==> config.mk <==
export PLATFORM = sky130hd
export DESIGN_NAME = dpso_override
export DESIGN_NICKNAME = d
export VERILOG_FILES = /design/src/verilog/dpso_pkg.sv /design/src/verilog/dpso_override.sv /design/src/verilog/dpso_avs_port.sv /design/src/verilog/dpso_ref_select.sv
export SDC_FILE = /design/constraint.sdc
export NUM_CORES = 1
export LEC_CHECK = 0
export BUFFER_PORTS_ARGS = -buffer_cell sky130_fd_sc_hd__buf_4
export CORE_UTILIZATION = 55
export CTS_CLUSTER_DIAMETER = 50
export CTS_CLUSTER_SIZE = 10
export DETAILED_ROUTE_END_ITERATION = 10
export PLACE_DENSITY = 0.87
export SKIP_LAST_GASP = 1
export SLEW_MARGIN = 20
export SYNTH_ARGS = -nofsm -noshare
export SYNTH_HDL_FRONTEND = slang
export SYNTH_SLANG_ARGS = --single-unit
==> constraint.sdc <==
create_clock -name clk_sys -period 18.13 [get_ports clk_sys]
set_input_delay 2.7195 -clock clk_sys [delete_from_list [all_inputs] [get_ports clk_sys]]
set_output_delay 2.7195 -clock clk_sys [all_outputs]
set_load 0.05 [all_outputs]
==> src/verilog/dpso_pkg.sv <==
// constants, types and decode functions of the main pll override block
// Behaviour
// - override code 000 leaves the main pll state machine under its own control.
// - nonzero override other than 011 jumps the machine: 001 free run, 010 holdover, 100 locked.
// - override 101 is pre-locked two, 110 pre-locked, 111 phase lost; 011 unused.
// - while forced, monitors cannot move the machine; software does all monitoring.
// - forced input zero or an unknown code leaves input choice automatic; 3, 4, 5, 6 or 9 names the forced input.
// - a forced input skips all qualification and counts as valid.
// - forcing an input outside locked lets the machine walk normally toward locked.
// - a failing forced input never sends the machine into holdover.
// - forcing works by lifting the chosen input to priority 1, the highest.
package dpso_pkg;

  localparam int DPSO_NUM_IN = 5;
  localparam int DPSO_PRIO_W = 4;
  localparam int DPSO_DATA_W = 32;
  localparam int DPSO_ADDR_W = 4;
  localparam int DPSO_LANES  = DPSO_DATA_W / 8;

  // byte addresses of the register words
  localparam logic [DPSO_ADDR_W-1:0] DPSO_OFS_STATE_OVR = 4'h0;
  localparam logic [DPSO_ADDR_W-1:0] DPSO_OFS_FORCED    = 4'h4;
  localparam logic [DPSO_ADDR_W-1:0] DPSO_OFS_PRIO      = 4'h8;
  localparam logic [DPSO_ADDR_W-1:0] DPSO_OFS_STATUS    = 4'hc;

  localparam logic [2:0]  DPSO_RST_STATE_OVR = 3'h0;
  localparam logic [3:0]  DPSO_RST_FORCED    = 4'h0;
  localparam logic [19:0] DPSO_RST_PRIO      = 20'h5_4321;
  localparam logic [3:0]  DPSO_PRIO_TOP      = 4'h1;
  localparam logic [3:0]  DPSO_PRIO_OFF      = 4'h0;

  typedef enum logic [2:0] {
    DPSO_CODE_AUTO   = 3'h0,
    DPSO_CODE_FREE   = 3'h1,
    DPSO_CODE_HOLD   = 3'h2,
    DPSO_CODE_SPARE  = 3'h3,
    DPSO_CODE_LOCKED = 3'h4,
    DPSO_CODE_PRE2   = 3'h5,
    DPSO_CODE_PRE    = 3'h6,
    DPSO_CODE_PLOST  = 3'h7
  } dpso_code_type;

  // gray steps along free run, pre-locked, locked, phase lost, holdover
  typedef enum logic [2:0] {
    DPSO_ST_FREE   = 3'h0,
    DPSO_ST_PRE    = 3'h1,
    DPSO_ST_LOCKED = 3'h3,
    DPSO_ST_PLOST  = 3'h2,
    DPSO_ST_HOLD   = 3'h6,
    DPSO_ST_PRE2   = 3'h7
  } dpso_state_type;

  // forced input codes: first/second single ended, first/second differential, standby
  localparam logic [3:0] DPSO_REF_AUTO = 4'h0;
  localparam logic [3:0] DPSO_REF_CODE [DPSO_NUM_IN] = '{4'h3, 4'h4, 4'h5, 4'h6, 4'h9};

  typedef struct packed {
    logic [20:0] spare;
    logic        forced_lost;
    logic        ref_forced;
    logic        state_forced;
    logic        sel_valid;
    logic [3:0]  sel_code;
    logic [2:0]  state_code;
  } dpso_status_type;

  typedef struct packed {
    logic lock_ok;
    logic phase_lost;
  } dpso_monitor_type;

  function automatic dpso_state_type dpso_code_to_state(input logic [2:0] code);
    case (code)
      DPSO_CODE_HOLD:   dpso_code_to_state = DPSO_ST_HOLD;
      DPSO_CODE_LOCKED: dpso_code_to_state = DPSO_ST_LOCKED;
      DPSO_CODE_PRE2:   dpso_code_to_state = DPSO_ST_PRE2;
      DPSO_CODE_PRE:    dpso_code_to_state = DPSO_ST_PRE;
      DPSO_CODE_PLOST:  dpso_code_to_state = DPSO_ST_PLOST;
      default:          dpso_code_to_state = DPSO_ST_FREE;
    endcase
  endfunction

  function automatic logic [2:0] dpso_state_to_code(input dpso_state_type st);
    case (st)
      DPSO_ST_HOLD:   dpso_state_to_code = DPSO_CODE_HOLD;
      DPSO_ST_LOCKED: dpso_state_to_code = DPSO_CODE_LOCKED;
      DPSO_ST_PRE2:   dpso_state_to_code = DPSO_CODE_PRE2;
      DPSO_ST_PRE:    dpso_state_to_code = DPSO_CODE_PRE;
      DPSO_ST_PLOST:  dpso_state_to_code = DPSO_CODE_PLOST;
      default:        dpso_state_to_code = DPSO_CODE_FREE;
    endcase
  endfunction

  function automatic logic dpso_override_on(input logic [2:0] code);
    dpso_override_on = (code != DPSO_CODE_AUTO) && (code != DPSO_CODE_SPARE);
  endfunction

  // unknown codes give an empty vector, i.e. automatic choice
  function automatic logic [DPSO_NUM_IN-1:0] dpso_ref_hot(input logic [3:0] code);
    dpso_ref_hot = '0;
    for (int i = 0; i < DPSO_NUM_IN; i++) begin
      dpso_ref_hot[i] = (code == DPSO_REF_CODE[i]);
    end
  endfunction

  function automatic logic [3:0] dpso_hot_to_code(input logic [DPSO_NUM_IN-1:0] hot);
    dpso_hot_to_code = DPSO_REF_AUTO;
    for (int i = 0; i < DPSO_NUM_IN; i++) begin
      if (hot[i]) begin
        dpso_hot_to_code = DPSO_REF_CODE[i];
      end
    end
  endfunction

  function automatic logic [DPSO_DATA_W-1:0] dpso_lane_mask(input logic [DPSO_LANES-1:0] be);
    dpso_lane_mask = '0;
    for (int b = 0; b < DPSO_LANES; b++) begin
      dpso_lane_mask[b*8 +: 8] = {8{be[b]}};
    end
  endfunction

endpackage

==> src/verilog/dpso_override.sv <==
// main pll state machine with software state and input overrides
//
// Our own choices: the Avalon-MM interface to the registers and the register offsets.
`timescale 1ns/1ps
module dpso_override
  import dpso_pkg::*;
#(
  parameter int NUM_IN = DPSO_NUM_IN,
  parameter int PRIO_W = DPSO_PRIO_W
) (
  input  wire logic                   clk_sys,
  input  wire logic                   arst_n,
  input  wire logic [DPSO_ADDR_W-1:0] avs_address,
  input  wire logic                   avs_read,
  input  wire logic                   avs_write,
  input  wire logic [DPSO_DATA_W-1:0] avs_writedata,
  input  wire logic [DPSO_LANES-1:0]  avs_byteenable,
  output logic      [DPSO_DATA_W-1:0] avs_readdata,
  output logic                        avs_waitrequest,
  input  wire logic [NUM_IN-1:0]      input_ok,
  input  wire dpso_monitor_type       monitor,
  output logic      [2:0]             pll_state_code,
  output logic      [3:0]             sel_code,
  output logic                        sel_valid
);

  if (NUM_IN != DPSO_NUM_IN) begin : g_chk_in
    $error("input count must match the forced input code table");
  end
  if (PRIO_W != DPSO_PRIO_W) begin : g_chk_prio
    $error("priority width must match the priority register layout");
  end


  // bus handshake


  logic fetch;
  logic commit;

  dpso_avs_port u_port (
    .clk_sys         (clk_sys),
    .arst_n          (arst_n),
    .avs_read        (avs_read),
    .avs_write       (avs_write),
    .avs_waitrequest (avs_waitrequest),
    .fetch           (fetch),
    .commit          (commit)
  );


  // software registers


  logic [2:0]               state_override_field;
  logic [3:0]               forced_input_field;
  logic [NUM_IN*PRIO_W-1:0] input_prio;
  logic                     forced_lost;

  logic [DPSO_DATA_W-1:0]   lane_mask;
  logic [DPSO_DATA_W-1:0]   wmerge_ovr;
  logic [DPSO_DATA_W-1:0]   wmerge_ref;
  logic [DPSO_DATA_W-1:0]   wmerge_prio;
  logic                     wr_ovr;
  logic                     wr_ref;
  logic                     wr_prio;
  logic                     wr_status;
  dpso_status_type          wr_status_bits;

  assign lane_mask = dpso_lane_mask(avs_byteenable);
  assign wr_ovr    = commit & avs_write & (avs_address == DPSO_OFS_STATE_OVR);
  assign wr_ref    = commit & avs_write & (avs_address == DPSO_OFS_FORCED);
  assign wr_prio   = commit & avs_write & (avs_address == DPSO_OFS_PRIO);
  assign wr_status = commit & avs_write & (avs_address == DPSO_OFS_STATUS);

  // lanes left out by byteenable keep their old contents
  assign wmerge_ovr  = (DPSO_DATA_W'(state_override_field) & ~lane_mask) |
                       (avs_writedata & lane_mask);
  assign wmerge_ref  = (DPSO_DATA_W'(forced_input_field) & ~lane_mask) |
                       (avs_writedata & lane_mask);
  assign wmerge_prio = (DPSO_DATA_W'(input_prio) & ~lane_mask) |
                       (avs_writedata & lane_mask);
  assign wr_status_bits = dpso_status_type'(avs_writedata & lane_mask);

  always_ff @(posedge clk_sys or negedge arst_n) begin
    if (!arst_n) begin
      state_override_field <= DPSO_RST_STATE_OVR;
    end else if (wr_ovr) begin
      // upper bits are not stored and read back as zero
      state_override_field <= wmerge_ovr[2:0];
    end
  end

  always_ff @(posedge clk_sys or negedge arst_n) begin
    if (!arst_n) begin
      forced_input_field <= DPSO_RST_FORCED;
    end else if (wr_ref) begin
      forced_input_field <= wmerge_ref[3:0];
    end
  end

  always_ff @(posedge clk_sys or negedge arst_n) begin
    if (!arst_n) begin
      input_prio <= (NUM_IN*PRIO_W)'(DPSO_RST_PRIO);
    end else if (wr_prio) begin
      input_prio <= wmerge_prio[NUM_IN*PRIO_W-1:0];
    end
  end


  // override decode


  logic                state_forced;
  dpso_state_type      forced_state;
  logic [NUM_IN-1:0]   forced_hot;
  logic                ref_forced;

  assign state_forced = dpso_override_on(state_override_field);
  assign forced_state = dpso_code_to_state(state_override_field);
  assign forced_hot   = dpso_ref_hot(forced_input_field);
  assign ref_forced   = |forced_hot;


  // input choice


  logic [NUM_IN-1:0] pick_hot;
  logic              pick_valid;
  logic [NUM_IN-1:0] sel_hot;

  dpso_ref_select #(
    .NUM_IN (NUM_IN),
    .PRIO_W (PRIO_W)
  ) u_select (
    .input_ok   (input_ok),
    .prio       (input_prio),
    .forced_hot (forced_hot),
    .sel_hot    (pick_hot),
    .sel_valid  (pick_valid)
  );

  // registered so the state machine sees one settled choice per cycle
  always_ff @(posedge clk_sys or negedge arst_n) begin
    if (!arst_n) begin
      sel_hot   <= '0;
      sel_valid <= 1'b0;
      sel_code  <= DPSO_REF_AUTO;
    end else begin
      sel_hot   <= pick_hot;
      sel_valid <= pick_valid;
      sel_code  <= dpso_hot_to_code(pick_hot);
    end
  end


  // reference health as the state machine sees it


  logic ref_ok;
  logic ref_really_ok;
  logic lose_ref;

  assign ref_really_ok = |(sel_hot & input_ok);
  // a forced input is trusted whatever its monitor says
  assign ref_ok        = sel_valid & (ref_forced | ref_really_ok);
  // never drop to holdover on a forced input
  assign lose_ref      = ~ref_ok & ~ref_forced;


  // main pll state machine


  dpso_state_type state;
  dpso_state_type next_state;

  always_comb begin
    next_state = state;
    if (state_forced) begin
      // monitors have no say while software holds the state
      next_state = forced_state;
    end else begin
      // normal walk toward locked, also when an input is forced
      case (state)
        DPSO_ST_FREE: begin
          if (ref_ok) begin
            next_state = DPSO_ST_PRE;
          end
        end
        DPSO_ST_PRE: begin
          if (lose_ref) begin
            next_state = DPSO_ST_FREE;
          end else if (monitor.lock_ok) begin
            next_state = DPSO_ST_LOCKED;
          end
        end
        DPSO_ST_LOCKED: begin
          if (lose_ref) begin
            next_state = DPSO_ST_HOLD;
          end else if (monitor.phase_lost) begin
            next_state = DPSO_ST_PLOST;
          end
        end
        DPSO_ST_PLOST: begin
          if (lose_ref) begin
            next_state = DPSO_ST_HOLD;
          end else if (monitor.lock_ok && !monitor.phase_lost) begin
            next_state = DPSO_ST_LOCKED;
          end
        end
        DPSO_ST_HOLD: begin
          if (ref_ok) begin
            next_state = DPSO_ST_PRE2;
          end
        end
        DPSO_ST_PRE2: begin
          if (lose_ref) begin
            next_state = DPSO_ST_HOLD;
          end else if (monitor.lock_ok) begin
            next_state = DPSO_ST_LOCKED;
          end
        end
        default: begin
          next_state = DPSO_ST_FREE;
        end
      endcase
    end
  end

  always_ff @(posedge clk_sys or negedge arst_n) begin
    if (!arst_n) begin
      state <= DPSO_ST_FREE;
    end else begin
      state <= next_state;
    end
  end

  always_ff @(posedge clk_sys or negedge arst_n) begin
    if (!arst_n) begin
      pll_state_code <= DPSO_CODE_FREE;
    end else begin
      pll_state_code <= dpso_state_to_code(state);
    end
  end


  // forced input failure flag


  logic forced_fail;

  // software must see this, since the machine itself will not react
  assign forced_fail = ref_forced & ~(|(forced_hot & input_ok));

  always_ff @(posedge clk_sys or negedge arst_n) begin
    if (!arst_n) begin
      forced_lost <= 1'b0;
    end else if (forced_fail) begin
      // a new failure wins over a clear in the same cycle
      forced_lost <= 1'b1;
    end else if (wr_status && wr_status_bits.forced_lost) begin
      forced_lost <= 1'b0;
    end
  end


  // read side


  dpso_status_type        status;
  logic [DPSO_DATA_W-1:0] read_word;

  always_comb begin
    status              = '0;
    status.state_code   = dpso_state_to_code(state);
    status.sel_code     = dpso_hot_to_code(sel_hot);
    status.sel_valid    = sel_valid;
    status.state_forced = state_forced;
    status.ref_forced   = ref_forced;
    status.forced_lost  = forced_lost;
  end

  always_comb begin
    case (avs_address)
      DPSO_OFS_STATE_OVR: read_word = DPSO_DATA_W'(state_override_field);
      DPSO_OFS_FORCED:    read_word = DPSO_DATA_W'(forced_input_field);
      DPSO_OFS_PRIO:      read_word = DPSO_DATA_W'(input_prio);
      DPSO_OFS_STATUS:    read_word = DPSO_DATA_W'(status);
      default:            read_word = '0;
    endcase
  end

  // latched on the first request cycle, stands through the release edge
  always_ff @(posedge clk_sys or negedge arst_n) begin
    if (!arst_n) begin
      avs_readdata <= '0;
    end else if (fetch && avs_read) begin
      avs_readdata <= read_word;
    end
  end

endmodule

==> src/verilog/dpso_avs_port.sv <==
// avalon-mm handshake: one wait state per access
`timescale 1ns/1ps
module dpso_avs_port
  import dpso_pkg::*;
(
  input  wire logic clk_sys,
  input  wire logic arst_n,
  input  wire logic avs_read,
  input  wire logic avs_write,
  output logic      avs_waitrequest,
  output logic      fetch,
  output logic      commit
);

  logic request;

  assign request = avs_read | avs_write;
  // first cycle of a request: read data gets latched
  assign fetch   = request & avs_waitrequest;
  // edge at which the master sees waitrequest low
  assign commit  = request & ~avs_waitrequest;

  always_ff @(posedge clk_sys or negedge arst_n) begin
    if (!arst_n) begin
      avs_waitrequest <= 1'b1;
    end else begin
      avs_waitrequest <= ~fetch;
    end
  end

endmodule

==> src/verilog/dpso_ref_select.sv <==
// priority choice of the main pll input clock
`timescale 1ns/1ps
module dpso_ref_select
  import dpso_pkg::*;
#(
  parameter int NUM_IN = DPSO_NUM_IN,
  parameter int PRIO_W = DPSO_PRIO_W
) (
  input  wire logic [NUM_IN-1:0]        input_ok,
  input  wire logic [NUM_IN*PRIO_W-1:0] prio,
  input  wire logic [NUM_IN-1:0]        forced_hot,
  output logic      [NUM_IN-1:0]        sel_hot,
  output logic                          sel_valid
);

  logic [PRIO_W-1:0] eff_prio [NUM_IN];
  logic [NUM_IN-1:0] cand;

  for (genvar i = 0; i < NUM_IN; i++) begin : g_in
    // forced input rides the normal path at the top priority
    assign eff_prio[i] = forced_hot[i] ? PRIO_W'(DPSO_PRIO_TOP) : prio[i*PRIO_W +: PRIO_W];
    assign cand[i]     = forced_hot[i] |
                         (input_ok[i] & (eff_prio[i] != PRIO_W'(DPSO_PRIO_OFF)));
  end

  always_comb begin
    logic [PRIO_W-1:0] best;
    best      = '1;
    sel_hot   = '0;
    sel_valid = 1'b0;
    for (int i = 0; i < NUM_IN; i++) begin
      // ties go to the forced input, else to the lower index
      if (cand[i] && (!sel_valid || eff_prio[i] < best ||
          (eff_prio[i] == best && forced_hot[i]))) begin
        best      = eff_prio[i];
        sel_hot   = '0;
        sel_hot[i] = 1'b1;
        sel_valid = 1'b1;
      end
    end
  end

endmodule

==> results.md <==
- Crit start category: input port
- Mapped Cells: 360
- Unrepaired setup endpoints after global routing: no
- Worst EP arrival: about 9.5 ns
- Critical path class: in -> reg
- # setup viols final: 0
- Origin of the worst min-delay path: avs_readdata[10]
- Largest net degree at the start of global routing: between 60 and 70
- Register area share after synthesis: 0.4246
- R2R setup slack: around 10 ns
- CTS Hold Buffers Added: 0
- Max incr delay on CP: 0.51 ns
- Internal: 0.3400 mW
- Crit Path Max Fanout: 12
- Number of global-route vias before repair: about 3000
- Design area: 0.004488 mm2
- Post-CTS Resized: 0
- Hold Crit Endpoint: avs_readdata[10]
- CTS sink cnt: 64
- Placed inst area: about 0.0043 mm2
- Clk pwr share: 0.240
- Setup crit end kind: register
- Worst hold path type: reg -> reg
- Fmax: 107.1 MHz
- Total die area: a little over 0.007 mm2
- CTS HTree Levels: 3
- Synth warn: 0
- Worst hold path depth: 2
- Worst Skew: about 0.01 ns
- Comb power frac: 0.408
- CTS Buffer Depth: 2
- Count of cell types in the netlist: 59
- CTS Root Cell: clkbuf_8
- Sequential share of power: 0.352
- Die H: 85.11 um
- ANT cells: 0
- FP Rows: 29
- Final WL: a little over 9000 um
- GRT Total Usage: 0.2658
- Clock latency at the later pin of the worst-skew pair: 0.35 ns
- Die width: 85.11 um
- Port buffer count: 66
- Max-Cap Viols: 0
- First DRT Iteration DRCs: 268
- Mean Syn Cell Area: ~11 um2
- Crit share post-route: 0.5150
- Layout cell share with drive strength beyond 1: 0.3044
- Pwr dens: ~130 mW/mm2
- Starting Density: 0.5849
- Reg clk slew, reported paths: about 0.070 ns
- Reg2Reg Capture Point: sel_hot[1]
- DRC Markers: 0
- CTS tree: yes
- Status: completed
- Vias per inst: around 6.2
- Worst vdd ir: roughly 0.090 mV
- Net Sw Frac: 0.4003
- Cell count of the worst reg-to-reg path: 30
- Hold Violations, Final: 0
- Yosys reg bits: 64
- Vias: between 3000 and 4000
- Slew margin rel.: 0.3586
- # Post-CTS Setup Buffers: 0
- Wire per inst: 18.19 um
- Core Footprint: 0.006495 mm2
- Max Slew Vio Count: 0
- Grt ovf: 0
- CTS Buf Count: 9
- Placed wire-length estimate: 6858 um
- Crit path required time: about 18 ns
- First-pass GRT wire length: roughly 15000 um
- Final net count: slightly below 500
- Area grow syn2layout: 18.15%
- Number of flops mapped to enable cells by yosys: 0
- Netlist Area Pre-Place: about 0.0038 mm2
- Setup TNS: 0 ns
- Drt pass-1 iters: 7
- Gpl congestion: approximately 0.9
- Sw power: between 0.2 and 0.25 mW
- Async set-or-reset flop fraction in the synthesized netlist: 1.000
- Worst-Margin Slew: 0.9548 ns
- Final ANT Viol Nets: 0
- Slowest-stage cell, CP: nor2_1
- Antenna violations before repair: 0
- Minimum clock period: between 9 and 10 ns
- P_leak: between 2 and 2.5 nW
- Ports: between 90 and 100
- Top_reg_cell synth: dfrtp_1
placed cells by master, fill, tap and decap left out, types with 12 or more instances in the layout:
master    n
a21oi_1  13
a22o_1   19
buf_4    66
conb_1   12
dfrtp_1  55
ha_1     16
inv_1    16
mux2_2   28
nand2_1  28
nor2_1   19
nor2b_1  16
o21ai_0  15
cell type report:
class	count	area, um2
fillers	497	2007
multi-input cells	265	2003
flip-flops and latches	64	1613
repair buffers	66	495.5
clock buffers	9	123.9
clock inverters	7	96.34
well taps	77	96.34
inverters	16	60.06
power groups by stage:
stage | Sequential, mW | Clock, mW | Combinational (mW)
6_report | 0.200 | 0.136 | 0.231
5_1_grt | 0.202 | 0.143 | 0.250
4_1_cts | 0.198 | 0.137 | 0.229
3_5_place_dp | 0.201 | 0 | 0.227
3_3_place_gp | 0.199 | 0 | 0.218
2_1_floorplan | 0.224 | 0 | 0.143
worst max-delay path, delay by kind of cell:
kind	cells	cell delay, ns
compound gates	13	3.12
simple gates	8	1.53
fa+ha+maj	4	1.17
mux	2	0.71
buf+inv	3	0.27
Yosys cell counts (all sizes together), types with 2 or more instances:
master / number / share of area
and3b: 2 / 0.0046
nor3: 9 / 0.012
o211ai: 3 / 0.0059
a22o: 19 / 0.044
and4: 2 / 0.0046
a21o: 2 / 0.0040
maj3: 2 / 0.0053
o21ai: 15 / 0.020
inv: 16 / 0.016
nor2: 19 / 0.019
o22ai: 2 / 0.0033
mux2: 28 / 0.083
ha: 16 / 0.053
dfstp: 9 / 0.062
mux4: 3 / 0.018
o21bai: 2 / 0.0040
o211a: 2 / 0.0053
nand2: 28 / 0.028
dfrtp: 55 / 0.36
o21a: 4 / 0.0079
nand4: 5 / 0.0099
o221ai: 5 / 0.013
a21oi: 14 / 0.019
buf: 17 / 0.034
or4: 5 / 0.011
or4b: 3 / 0.0079
a22oi: 3 / 0.0059
mux2i: 10 / 0.026
nor3b: 2 / 0.0040
o41ai: 3 / 0.0069
clkbuf: 9 / 0.0089
and2: 5 / 0.0082
o31ai: 7 / 0.014
nor2b: 16 / 0.026
kinds of logic after synthesis:
kind of cell,Yosys count,share of synthesized area
simple gates,104,0.1535
compound gates,89,0.1746
flops,64,0.4246
buf+inv,42,0.05896
mux,41,0.1271
fa+ha+maj,18,0.05797
other cells,1,0.0009872
xor+xnor,1,0.002306
metrics by stage:
step / setup WS [ns] / util / hold WS, ns / cells / total power, mW
CTS: 8.888 / 0.6910 / 0.5020 / 504 / 0.5650
floorplan: 9.652 / - / 0.4693 / 371 / 0.3673
detailed placement: 8.601 / 0.6571 / 0.4859 / 488 / 0.4278
global placement: 8.749 / 0.6571 / 0.4646 / 488 / 0.4165
global route: 8.315 / 0.6910 / 0.5336 / 504 / 0.5963
finish: 8.792 / 0.6910 / 0.5038 / 504 / 0.5670
worst max-delay path by stage:
| stage | slack, ns | end | start |
|---|---|---|---|
| final | 8.79 | sel_hot[1] | input_ok[0] |
| after global routing | 8.32 | sel_hot[1] | input_ok[0] |
| after CTS | 8.89 | sel_code[0] | input_ok[0] |
| after detailed placement | 8.60 | sel_hot[1] | input_ok[0] |
| after global placement | 8.75 | sel_code[0] | input_ok[0] |
| after floorplan | 9.65 | sel_hot[1] | input_ok[0] |
metal layers:
metal,global-route usage,wire (um),vias up
li1,-,-,1450
met1,0.3520,3931,1487
met2,0.4362,4325,163
met3,0.05058,729,21
met4,0.09861,181,0
met5,0,0,-
No activity file was read; power rests on OpenSTA's default activity.
